<file path="src/rtl/qprc_pkg.sv">
package qprc_pkg;

	localparam logic [11:0] ADDR_CONTROL   = 12'h000;
	localparam logic [11:0] ADDR_FILTER    = 12'h004;
	localparam logic [11:0] ADDR_POSITION  = 12'h008;
	localparam logic [11:0] ADDR_MAXIMUM   = 12'h00C;

	localparam logic [15:0] RST_CONTROL    = 16'h0000;
	localparam logic [15:0] RST_POSITION   = 16'h0000;
	localparam logic [15:0] RST_MAXIMUM    = 16'h1111;
	localparam logic [15:0] RST_FILTER     = 16'h0000;

	localparam logic [15:0] MASK_CONTROL   = 16'hBFFF;
	localparam logic [15:0] MASK_FILTER    = 16'h07F0;

	localparam int BIT_COUNT_ERROR  = 15;
	localparam int BIT_STOP_IDLE    = 13;
	localparam int BIT_INDEX_STATE  = 12;
	localparam int BIT_DIRECTION    = 11;
	localparam int BIT_MODE_LSB     = 8;
	localparam int BIT_SWAP         = 7;
	localparam int BIT_DIR_OUT_EN   = 6;
	localparam int BIT_TIMER_CLOCK  = 1;
	localparam int BIT_DIR_SOURCE   = 0;

	localparam logic [2:0] MODE_TIMER        = 3'h1;
	localparam logic [2:0] MODE_INDEX_X2     = 3'h4;
	localparam logic [2:0] MODE_MATCH_X2     = 3'h5;
	localparam logic [2:0] MODE_INDEX_X4     = 3'h6;
	localparam logic [2:0] MODE_MATCH_X4     = 3'h7;

endpackage

</file>
<file path="src/rtl/qprc_top.sv">
module qprc_top
(
	// clock, reset, enable
	input  wire logic        i_sys_clk,
	input  wire logic        i_rstn,
	input  wire logic        i_clk_en,
	// power state
	input  wire logic        i_sleep,
	input  wire logic        i_idle,
	// ahb-lite slave
	input  wire logic        i_hsel,
	input  wire logic [31:0] i_haddr,
	input  wire logic [1:0]  i_htrans,
	input  wire logic        i_hwrite,
	input  wire logic [2:0]  i_hsize,
	input  wire logic [31:0] i_hwdata,
	input  wire logic        i_hready,
	output logic      [31:0] o_hrdata,
	output logic             o_hreadyout,
	output logic             o_hresp,
	// encoder pins
	input  wire logic        i_phase_a_input,
	input  wire logic        i_phase_b_input,
	input  wire logic        i_index_input,
	output logic             o_direction_output,
	output logic             o_direction_output_oe
);

	logic [15:0] control_r;
	logic [15:0] filter_r;
	logic [15:0] position_r;
	logic [15:0] maximum_r;
	logic [2:0]  a_sync_r;
	logic [2:0]  b_sync_r;
	logic [2:0]  x_sync_r;
	logic        a_r;
	logic        b_r;
	logic        x_r;
	logic        dir_r;
	logic        frozen;
	logic        run;
	logic [2:0]  mode;
	logic        is_match;
	logic        is_index;
	logic        is_quad;
	logic        a_in;
	logic        b_in;
	logic        a_chg;
	logic        b_chg;
	logic        up_q;
	logic        step_q;
	logic        tmr_step;
	logic        tmr_up;
	logic        x_rise;
	logic [15:0] position_nxt;
	logic        dir_nxt;
	logic        err_nxt;
	logic        ph_wr;
	logic [11:0] ph_addr;
	logic        wr_ctl;
	logic        wr_flt;
	logic        wr_pos;
	logic        wr_max;

	////////////////////////////////////////////////////////////////////////////
	// power state

	assign frozen = i_sleep | (i_idle & control_r[qprc_pkg::BIT_STOP_IDLE]);
	assign run    = i_clk_en & ~frozen;
	assign mode   = control_r[qprc_pkg::BIT_MODE_LSB +: 3];
	assign is_match = (mode == qprc_pkg::MODE_MATCH_X4) | (mode == qprc_pkg::MODE_MATCH_X2);
	assign is_index = (mode == qprc_pkg::MODE_INDEX_X4) | (mode == qprc_pkg::MODE_INDEX_X2);
	assign is_quad  = is_match | is_index;

	////////////////////////////////////////////////////////////////////////////
	// pin synchronisers: a change counts once stages two and three agree

	always_ff @(posedge i_sys_clk or negedge i_rstn)
	begin
		if (!i_rstn)
		begin
			a_sync_r <= 3'h0;
			b_sync_r <= 3'h0;
			x_sync_r <= 3'h0;
		end
		else if (run)
		begin
			a_sync_r <= {a_sync_r[1:0], i_phase_a_input};
			b_sync_r <= {b_sync_r[1:0], i_phase_b_input};
			x_sync_r <= {x_sync_r[1:0], i_index_input};
		end
	end

	// last accepted pin levels; held while frozen so the first edge after wake
	// is judged against the pre-sleep state
	always_ff @(posedge i_sys_clk or negedge i_rstn)
	begin
		if (!i_rstn)
		begin
			a_r <= 1'b0;
			b_r <= 1'b0;
			x_r <= 1'b0;
		end
		else if (run)
		begin
			if (a_sync_r[2] == a_sync_r[1])
				a_r <= a_sync_r[2];
			if (b_sync_r[2] == b_sync_r[1])
				b_r <= b_sync_r[2];
			if (x_sync_r[2] == x_sync_r[1])
				x_r <= x_sync_r[2];
		end
	end

	////////////////////////////////////////////////////////////////////////////
	// decoder and counter

	always_comb
	begin
		logic sa;
		logic sb;
		sa = 1'b0;
		sb = 1'b0;
		sa = (a_sync_r[2] == a_sync_r[1]) ? a_sync_r[2] : a_r;
		sb = (b_sync_r[2] == b_sync_r[1]) ? b_sync_r[2] : b_r;
		a_in  = control_r[qprc_pkg::BIT_SWAP] ? sb : sa;
		b_in  = control_r[qprc_pkg::BIT_SWAP] ? sa : sb;
		a_chg = control_r[qprc_pkg::BIT_SWAP] ? (sb != b_r) : (sa != a_r);
		b_chg = control_r[qprc_pkg::BIT_SWAP] ? (sa != a_r) : (sb != b_r);
	end

	// x4 counts every edge unless both phases change at once, x2 only phase a edges
	assign up_q   = a_chg ? (a_in != b_in) : (a_in == b_in);
	assign step_q = is_quad & (a_chg | (b_chg & mode[1]) ? 1'b1 : 1'b0)
		& (a_chg ^ b_chg);
	assign tmr_step = (mode == qprc_pkg::MODE_TIMER)
		& (control_r[qprc_pkg::BIT_TIMER_CLOCK] ? (a_chg & a_in) : 1'b1);
	assign tmr_up = control_r[qprc_pkg::BIT_DIR_SOURCE] ? b_in
		: control_r[qprc_pkg::BIT_DIRECTION];
	assign x_rise = is_index & (x_sync_r[2] == x_sync_r[1]) & x_sync_r[2] & ~x_r;

	always_comb
	begin
		position_nxt = position_r;
		dir_nxt      = dir_r;
		err_nxt      = 1'b0;
		if (step_q)
		begin
			dir_nxt = up_q;
			if (x_rise)
				position_nxt = 16'h0000;
			else if (up_q)
				position_nxt = (is_match && position_r == maximum_r) ? 16'h0000
					: position_r + 16'h0001;
			else
				position_nxt = (is_match && position_r == 16'h0000) ? maximum_r
					: position_r - 16'h0001;
		end
		else if (tmr_step)
		begin
			dir_nxt = tmr_up;
			if (position_r == maximum_r)
				position_nxt = 16'h0000;
			else
				position_nxt = tmr_up ? position_r + 16'h0001 : position_r - 16'h0001;
		end
		if (a_chg && b_chg && is_quad)
			err_nxt = 1'b1;
	end

	always_ff @(posedge i_sys_clk or negedge i_rstn)
	begin
		if (!i_rstn)
			dir_r <= 1'b0;
		else if (run)
			dir_r <= dir_nxt;
	end

	// software write wins only when the counter does not change the count this cycle
	always_ff @(posedge i_sys_clk or negedge i_rstn)
	begin
		if (!i_rstn)
			position_r <= qprc_pkg::RST_POSITION;
		else if (i_clk_en)
		begin
			if (run && position_nxt != position_r)
				position_r <= position_nxt;
			else if (wr_pos)
				position_r <= i_hwdata[15:0];
		end
	end

	assign o_direction_output    = dir_r;
	assign o_direction_output_oe = is_quad & control_r[qprc_pkg::BIT_DIR_OUT_EN];

	////////////////////////////////////////////////////////////////////////////
	// ahb-lite slave, zero wait states

	always_ff @(posedge i_sys_clk or negedge i_rstn)
	begin
		if (!i_rstn)
		begin
			ph_wr   <= 1'b0;
			ph_addr <= 12'h000;
		end
		else if (i_clk_en && i_hready)
		begin
			ph_wr   <= i_hsel & i_htrans[1] & i_hwrite;
			ph_addr <= i_haddr[11:0];
		end
	end

	assign wr_ctl = i_clk_en & ph_wr & (ph_addr == qprc_pkg::ADDR_CONTROL);
	assign wr_flt = i_clk_en & ph_wr & (ph_addr == qprc_pkg::ADDR_FILTER);
	assign wr_pos = i_clk_en & ph_wr & (ph_addr == qprc_pkg::ADDR_POSITION);
	assign wr_max = i_clk_en & ph_wr & (ph_addr == qprc_pkg::ADDR_MAXIMUM);

	// sleep has no effect on the configuration; only software, the error and the index pin level (index state bit) set it
	always_ff @(posedge i_sys_clk or negedge i_rstn)
	begin
		if (!i_rstn)
			control_r <= qprc_pkg::RST_CONTROL;
		else if (i_clk_en)
		begin
			if (wr_ctl)
				control_r <= i_hwdata[15:0] & qprc_pkg::MASK_CONTROL;
			control_r[qprc_pkg::BIT_INDEX_STATE] <= x_r;
			if (run && err_nxt)
				control_r[qprc_pkg::BIT_COUNT_ERROR] <= 1'b1;
		end
	end

	always_ff @(posedge i_sys_clk or negedge i_rstn)
	begin
		if (!i_rstn)
			filter_r <= qprc_pkg::RST_FILTER;
		else if (wr_flt)
			filter_r <= i_hwdata[15:0] & qprc_pkg::MASK_FILTER;
	end

	always_ff @(posedge i_sys_clk or negedge i_rstn)
	begin
		if (!i_rstn)
			maximum_r <= qprc_pkg::RST_MAXIMUM;
		else if (wr_max)
			maximum_r <= i_hwdata[15:0];
	end

	always_comb
	begin
		unique case (ph_addr)
			qprc_pkg::ADDR_CONTROL:  o_hrdata = {16'h0000, control_r};
			qprc_pkg::ADDR_FILTER:   o_hrdata = {16'h0000, filter_r};
			qprc_pkg::ADDR_POSITION: o_hrdata = {16'h0000, position_r};
			qprc_pkg::ADDR_MAXIMUM:  o_hrdata = {16'h0000, maximum_r};
			default:                 o_hrdata = 32'h0000_0000;
		endcase
	end

	assign o_hreadyout = 1'b1;
	assign o_hresp     = 1'b0;

	////////////////////////////////////////////////////////////////////////////
	// checks

	AST_FROZEN_HOLD: assert property (@(posedge i_sys_clk) disable iff (!i_rstn)
		(frozen && $past(frozen) && !$past(wr_pos)) |-> $stable(position_r))
		else $error("count moved while frozen");
	AST_PINS_IGNORED: assert property (@(posedge i_sys_clk) disable iff (!i_rstn)
		frozen |=> $stable(a_r) && $stable(b_r) && $stable(x_r))
		else $error("pin state changed while frozen");
	AST_CTL_KEPT: assert property (@(posedge i_sys_clk) disable iff (!i_rstn)
		(i_sleep && !wr_ctl) |=> ($past(control_r[10:0]) == control_r[10:0]))
		else $error("control changed in sleep");
	AST_TIMER_HALT: assert property (@(posedge i_sys_clk) disable iff (!i_rstn)
		(i_sleep && mode == qprc_pkg::MODE_TIMER && !wr_pos) |=> $stable(position_r))
		else $error("timer counted in sleep");
	AST_IDLE_STOP: assert property (@(posedge i_sys_clk) disable iff (!i_rstn)
		(i_idle && control_r[qprc_pkg::BIT_STOP_IDLE]) |-> frozen)
		else $error("idle did not freeze");
	AST_IDLE_RUN: assert property (@(posedge i_sys_clk) disable iff (!i_rstn)
		(i_idle && !i_sleep && !control_r[qprc_pkg::BIT_STOP_IDLE]) |-> !frozen)
		else $error("idle froze without stop bit");
	AST_OFF_MODE: assert property (@(posedge i_sys_clk) disable iff (!i_rstn)
		(!is_quad && mode != qprc_pkg::MODE_TIMER && !wr_pos) |=> $stable(position_r))
		else $error("count moved with module off");
	AST_RD_UPPER: assert property (@(posedge i_sys_clk) disable iff (!i_rstn)
		o_hrdata[31:16] == 16'h0000 && o_hrdata[14] == 1'b0)
		else $error("unimplemented bits read nonzero");


	// decoder and counter steps
	AST_QUAD_UP: assert property (@(posedge i_sys_clk) disable iff (!i_rstn)
		(run && step_q && up_q && !x_rise && !(is_match && position_r == maximum_r))
		|=> position_r == $past(position_r) + 16'h0001) else $error("quadrature up step lost");
	AST_QUAD_DOWN: assert property (@(posedge i_sys_clk) disable iff (!i_rstn)
		(run && step_q && !up_q && !x_rise && !(is_match && position_r == 16'h0000))
		|=> position_r == $past(position_r) - 16'h0001) else $error("quadrature down step lost");
	AST_MATCH_WRAP: assert property (@(posedge i_sys_clk) disable iff (!i_rstn)
		(run && step_q && up_q && !x_rise && is_match && position_r == maximum_r)
		|=> position_r == 16'h0000) else $error("no wrap at maximum");
	AST_MATCH_UNDER: assert property (@(posedge i_sys_clk) disable iff (!i_rstn)
		(run && step_q && !up_q && !x_rise && is_match && position_r == 16'h0000)
		|=> position_r == $past(maximum_r)) else $error("no reload at zero");
	AST_INDEX_CLEAR: assert property (@(posedge i_sys_clk) disable iff (!i_rstn)
		(run && step_q && x_rise) |=> position_r == 16'h0000)
		else $error("index did not clear count");
	AST_X2_B_IGNORED: assert property (@(posedge i_sys_clk) disable iff (!i_rstn)
		(is_quad && !mode[1] && b_chg && !a_chg) |-> !step_q)
		else $error("x2 mode counted a phase b edge");
	AST_ERR_SET: assert property (@(posedge i_sys_clk) disable iff (!i_rstn)
		(run && err_nxt) |=> control_r[qprc_pkg::BIT_COUNT_ERROR])
		else $error("count error flag not set");
	AST_OE_OFF: assert property (@(posedge i_sys_clk) disable iff (!i_rstn)
		!is_quad |-> !o_direction_output_oe)
		else $error("direction pin driven outside decoder modes");

	// power saving
	AST_SYNC_HELD: assert property (@(posedge i_sys_clk) disable iff (!i_rstn)
		!run |=> $stable(a_sync_r) && $stable(b_sync_r) && $stable(x_sync_r))
		else $error("pin sampling ran while frozen");
	AST_DIR_HELD: assert property (@(posedge i_sys_clk) disable iff (!i_rstn)
		frozen |=> $stable(dir_r))
		else $error("direction moved while frozen");

	// timer
	AST_TMR_UP: assert property (@(posedge i_sys_clk) disable iff (!i_rstn)
		(run && tmr_step && tmr_up && position_r != maximum_r)
		|=> position_r == $past(position_r) + 16'h0001) else $error("timer step lost");
	AST_TMR_MATCH: assert property (@(posedge i_sys_clk) disable iff (!i_rstn)
		(run && tmr_step && position_r == maximum_r) |=> position_r == 16'h0000)
		else $error("timer did not restart on match");
	AST_TMR_EXT_EDGE: assert property (@(posedge i_sys_clk) disable iff (!i_rstn)
		(mode == qprc_pkg::MODE_TIMER && control_r[qprc_pkg::BIT_TIMER_CLOCK])
		|-> (tmr_step == (a_chg && a_in))) else $error("timer step without phase a rise");

	// register bus
	AST_RESP_OKAY: assert property (@(posedge i_sys_clk) disable iff (!i_rstn)
		o_hresp == 1'b0 && o_hreadyout == 1'b1)
		else $error("bus response not okay");
	AST_MAX_HELD: assert property (@(posedge i_sys_clk) disable iff (!i_rstn)
		!wr_max |=> $stable(maximum_r))
		else $error("maximum count changed without a write");

	COV_SLEEP: cover property (@(posedge i_sys_clk) disable iff (!i_rstn) i_sleep ##1 !i_sleep);
	COV_IDLE_STOP: cover property (@(posedge i_sys_clk) disable iff (!i_rstn) (i_idle && frozen));
	COV_QUAD_STEP: cover property (@(posedge i_sys_clk) disable iff (!i_rstn) (run && step_q));
	COV_TIMER: cover property (@(posedge i_sys_clk) disable iff (!i_rstn) (run && tmr_step));

endmodule

</file>
<file path="config.mk">
export PLATFORM = sky130hd
export DESIGN_NAME = qprc_top
export DESIGN_NICKNAME = d
export VERILOG_FILES = /design/src/rtl/qprc_pkg.sv /design/src/rtl/qprc_top.sv
export SDC_FILE = /design/constraint.sdc
export NUM_CORES = 1
export LEC_CHECK = 0
export BUFFER_PORTS_ARGS = -buffer_cell sky130_fd_sc_hd__buf_2
export CAP_MARGIN = 20
export CORE_MARGIN = 8
export CORE_UTILIZATION = 55
export DETAILED_ROUTE_END_ITERATION = 8
export GPL_ROUTABILITY_DRIVEN = 0
export PLACE_DENSITY = 0.79
export SETUP_SLACK_MARGIN = 0.15
export SLEW_MARGIN = 15
export SYNTH_ARGS = -nofsm -noshare
export SYNTH_HDL_FRONTEND = slang
export SYNTH_SLANG_ARGS = --single-unit
export TNS_END_PERCENT = 50
</file>
<file path="constraint.sdc">
create_clock -name i_sys_clk -period 7.2 [get_ports i_sys_clk]
set_input_delay 0.36 -clock i_sys_clk [delete_from_list [all_inputs] [get_ports i_sys_clk]]
set_output_delay 0.36 -clock i_sys_clk [all_outputs]
set_load 0.05 [all_outputs]
</file>
Word-level counts from Yosys, hierarchy flattened
Cells that the tools add are included.
{ "word_totals": {"output_inout_bits": 36, "register_bits": 80, "n_memories": 0, "ramBits": 0, "mem_bits_ro": 0, "latchBits": 0, "elab_cells": 103} }
{ "classes": {"n_div": 0, "n_shift": 0, "n_mux": 26, "n_reduce_logical": 17, "multipliers": 0, "n_addsub": 2, "n_bitwise": 26, "n_eq_ne": 17, "order_cmp": 0} }
{ "op_table": {"columns": ["op", "n"], "rows": [
  ["16-bit 2-to-1 mux", 11],
  ["16-bit case mux with 4 select lines", 1],
  ["12-bit by 4-bit == test with 1-bit output (second input constant)", 2],
  ["1-bit bitwise AND", 18],
  ["16-bit by 1-bit adder with 16-bit output (second input constant)", 1],
  ["16-bit == test", 1],
  ["16-bit logical NOT", 1],
  ["16-bit != test", 1],
  ["16-bit by 1-bit subtractor with 16-bit output (second input constant)", 1],
  ["1-bit 2-to-1 mux", 14],
  ["12-bit by 3-bit == test with 1-bit output (second input constant)", 1],
  ["3-bit == test (second input constant)", 4],
  ["12-bit logical NOT", 1],
  ["2-bit AND reduction", 5],
  ["1-bit logical AND", 7],
  ["2-bit nonzero test", 3],
  ["1-bit OR", 5],
  ["1-bit == test", 4],
  ["3-bit by 1-bit == test with 1-bit output (second input constant)", 1],
  ["1-bit != test", 3],
  ["1-bit inverter", 2],
  ["1-bit bitwise XOR", 1]
]} }

Logic depth before layout (Yosys ltp)
{ "depth": {"ltp_word": 14, "depth_mapped": 17} }

Worst setup path after synthesis
Ideal clock, no wire load.
{ "synth_path": {"path_kind": "reg2reg", "from": "register a_sync_r[2]", "to": "register position_r[4]", "t_required_ns": 7.073, "setup_time_ns": 0.127, "t_arrival_ns": 4.070, "slack_ns": 3.003, "n_path_buf": 2, "path_stages_with_launch": 17, "synth_period_minus_slack_ns": 4.197, "path_cell_list": "dfrtp_1 clkbuf_1 or3b_2 and2_1 a21oi_1 ha_1 nand2_1 a41oi_1 and3_1 nand2_1 buf_2 or4_1 nand3_1 mux2i_1 or4_4 o31ai_4 mux2_1"} }
{ "synth_via": {"elab_chain_len": 14, "word_cells_on_any_way": 31} }
{ "synth_lines": {"columns": ["element", "line_no", "source"], "rows": [
  ["start: declaration", "qprc_top.sv:33", "logic [2:0] a_sync_r;"],
  ["start signal: assignment", "qprc_top.sv:88", "a_sync_r <= {a_sync_r[1:0], i_phase_a_input};"],
  ["1-bit == test", "qprc_top.sv:124", "sa = (a_sync_r[2] == a_sync_r[1]) ? a_sync_r[2] : a_r;"],
  ["1-bit 2-to-1 mux *", null, null],
  ["1-bit != test", "qprc_top.sv:128, qprc_top.sv:129", null],
  ["1-bit 2-to-1 mux", "qprc_top.sv:129", "b_chg = control_r[qprc_pkg::BIT_SWAP] ? (sa != a_r) : (sb != b_r);"],
  ["1-bit bitwise AND", "qprc_top.sv:134", "assign step_q = is_quad & (a_chg | (b_chg & mode[1]) ? 1'b1 : 1'b0)"],
  ["1-bit OR", "qprc_top.sv:134", null],
  ["1-bit 2-to-1 mux", "qprc_top.sv:134", null],
  ["1-bit bitwise AND", "qprc_top.sv:134", null],
  ["1-bit bitwise AND", "qprc_top.sv:135", "& (a_chg ^ b_chg);"],
  ["16-bit 2-to-1 mux *", "qprc_top.sv:147", "if (step_q)"],
  ["16-bit != test", "qprc_top.sv:186", "if (run && position_nxt != position_r)"],
  ["1-bit logical AND", "qprc_top.sv:186", null],
  ["2-bit nonzero test (no line)", null, null],
  ["2-bit AND reduction (no line)", null, null],
  ["end signal: assignment", "qprc_top.sv:183", "position_r <= qprc_pkg::RST_POSITION;"],
  ["end signal: assignment", "qprc_top.sv:187", "position_r <= position_nxt;"],
  ["end signal: assignment", "qprc_top.sv:189", "position_r <= i_hwdata[15:0];"],
  ["end: declaration", "qprc_top.sv:31", "logic [15:0] position_r;"]
]} }
Every way passes the cells marked *; elsewhere a longest branch is shown, timed or not.
A chain may end at the register's enable or synchronous reset.

Final worst setup path
{ "layout_path": {"from": "register position_r[11]", "to": "register position_r[15]"} }
{ "layout_via": {"elab_chain_len": 10, "word_cells_on_any_way": 19} }
{ "layout_lines": {"columns": ["element"], "rows": [
  ["branches (longest 10 deep; another with 16-bit by 1-bit subtractor with 16-bit output)"]
]} }
Parallel ways; which one is timed is not known.

==> metrics.txt <==
Worst Setup End Kind register; Pre-antenna DRT Iters 7; total number of vias 6328; Yosys top cell area share 0.288; post-synth cell types 74; WP data required 7450 ps; most common cell in the netlist dfrtp_1; GRT overflow 0; Hold Crit Class in2reg; power density over cell area 181 mW/mm^2; post-place instance area 0.00684 sq mm; pre-CTS setup slack 1890 ps; Clock Latency Late Sink 350 ps; asr flop ratio synth 1.00; power consumption 1.30 mW; drt drc 0; post-synth top area cell dfrtp_1; Setup Buffers After CTS 0; die height 126 um; initial drt markers 798; status completed; antenna violations before repair 0; combined area of the multi-input logic cells 0.00421 sq mm; largest net degree at the start of global routing 81; CTS Buf Count 9; Worst Clk Skew 12.3 ps; fin. max-slew vios 0; setup TNS 0 ps; Tmin final 5490 ps; Startpoint Class register; slew at the pin closest to its max-slew limit 959 ps; fin area 0.00720 sq mm; YS warnings 0; first-pass GRT wire length 32100 um; GRT Util Overall 0.250; fin nets 850; MaxCap Viol Count 0; I/O Buffers 57; drt wl/cell 22.2 um; syn_area_per_cell 8.82 sq um; register area 0.00201 sq mm; # diodes 0; critical path fanouts, max 18; CP Class reg2reg; final setup fails 0; I/O pin cnt 116; total die area 0.0158 sq mm; Worst EP arrival 5740 ps; width of the die 126 um; Post-synth EDFFs 0; Relative slew margins 0.359; setup repair after global routing missed its margin false; Core ar. 0.0119 sq mm; Filler cells 946; root buf cell clkbuf_16; largest cells by area after synthesis dfrtp_1, mux2_2, mux2i_1; leakage power 3.33 nW; htree depth 3; register area share after synthesis 0.304; Max Freq 182 MHz; Clock Sinks 80; Final Hold Fails 0; synthesized flop and latch total 80; Starting Density 0.557; Cell Area, Synth 0.00660 sq mm; Mapped Cells 749; register clock-pin slew on the reported worst setup and hold paths 60 ps; Max VDD drop 0.241 mV; Final ANT Viol Nets 0; Worst Slack Setup Final 1710 ps; fraction of the cycle the final worst path needs 0.762; synth cell count leaders dfrtp_1, nand2_1, mux2i_1; aggregate routed wire length 20400 um; vias in the first global route 6218; hpwl dp 14000 um; CTS tree yes; Synth Flop Type dfrtp_1; share of cells above drive strength 1 0.220; row count 40; drt via density 6.89; clock buffer depth 2; Area Overhead vs Synth 9.10%
==> final timing paths <==
check | startpoint | to | slack (ps) | depth (start not counted)
min | i_phase_a_input | a_sync_r[0]$_DFFE_PN0P_ | 210 | 3
max | position_r[11]$_DFFE_PN0P_ | position_r[15]$_DFFE_PN0P_ | 1710 | 12
max in group asynchronous | i_rstn | maximum_r[12]$_DFFE_PN1P_ | 6080 | 3
min reg2reg | b_sync_r[0]$_DFFE_PN0P_ | b_sync_r[1]$_DFFE_PN0P_ | 480 | 2
min in group asynchronous | i_rstn | control_r[4]$_DFFE_PN0P_ | 470 | 2
max reg2reg | position_r[11]$_DFFE_PN0P_ | position_r[15]$_DFFE_PN0P_ | 1710 | 12
==> where the power goes <==
part | switching [mW] | leakage [nW] | internal (mW)
logic | 0.176 | 2.12 | 0.108
registers | 0.0361 | 1.05 | 0.479
clock network | 0.195 | 0.157 | 0.307
total | 0.407 | 3.33 | 0.894
==> stage by stage <==
step           hold slack (ps)   util  instances
4_1_cts                    210  0.604        916
2_1_floorplan             64.4      -        765
3_3_place_gp               457  0.576        900
6_report                   214  0.607        918
3_5_place_dp               472  0.576        900
5_1_grt                    220  0.607        918
==> area by class of cell <==
cell class                      instances  share of cell area
Sequential cell                        80               0.279
Multi-Input combinational cell        589               0.584
Clock buffer                            9              0.0313
Clock inverter                          7              0.0142
Tap cell                              147              0.0255
Inverter                               13             0.00677
Timing Repair Buffer                   73              0.0598
==> metal layers <==
| layer | vias to the layer above | share of wire | global-route usage |
|---|---|---|---|
| met2 | 456 | 0.46 | 0.392 |
| met1 | 3010 | 0.38 | 0.302 |
| met4 | 0 | 0.046 | 0.138 |
| li1 | 2758 | - | - |
| met3 | 104 | 0.11 | 0.0735 |
| met5 | - | 0 | 0 |
==> flip-flops by register name, indices dropped and copies added (netlist names) <==
name,flops
o_direction_output,1
a_r,1
control_r,15
b_sync_r,3
filter_r,7
x_r,1
b_r,1
a_sync_r,3
x_sync_r,3
ph_addr,12
ph_wr,1
position_r,16
maximum_r,16
==> kinds of logic after synthesis <==
| group | Yosys count | share of synthesized area |
|---|---|---|
| xor+xnor | 46 | 0.0610 |
| simple gates | 256 | 0.202 |
| other cells | 2 | 0.00114 |
| mux | 117 | 0.201 |
| fa+ha+maj | 6 | 0.0106 |
| compound gates | 146 | 0.150 |
| flops | 80 | 0.304 |
| buf+inv | 96 | 0.0697 |
==> critical path, cell delays in order, from the launching register on <==
cell and delay [ps]:
dfrtp_1 650, or4_4 630, or4_1 780, or2_0 490, buf_4 290, mux2i_1 130, mux2_2 320, o21ai_0 160
a21oi_1 120, or4_4 560, o31ai_4 710, buf_4 330, mux2i_1 230
==> cell usage in the layout (no fill, tap or decap), types with 21 or more instances in the layout <==
cell type / count
xnor2_1: 21
nand3_1: 27
nor2_1: 45
a21oi_1: 30
dfrtp_1: 76
xor2_1: 25
buf_2: 56
mux2i_1: 56
o21ai_0: 34
nand2_1: 66
nor3_1: 26
mux2_2: 53
==> what timing repair did <==
item                                   CTS  global route
endpoints found under the hold margin    0            19
resized for setup                        0             0
setup endpoints to repair                0             0
hold buffers                             0             1
(Power assumes the default switching activity.)
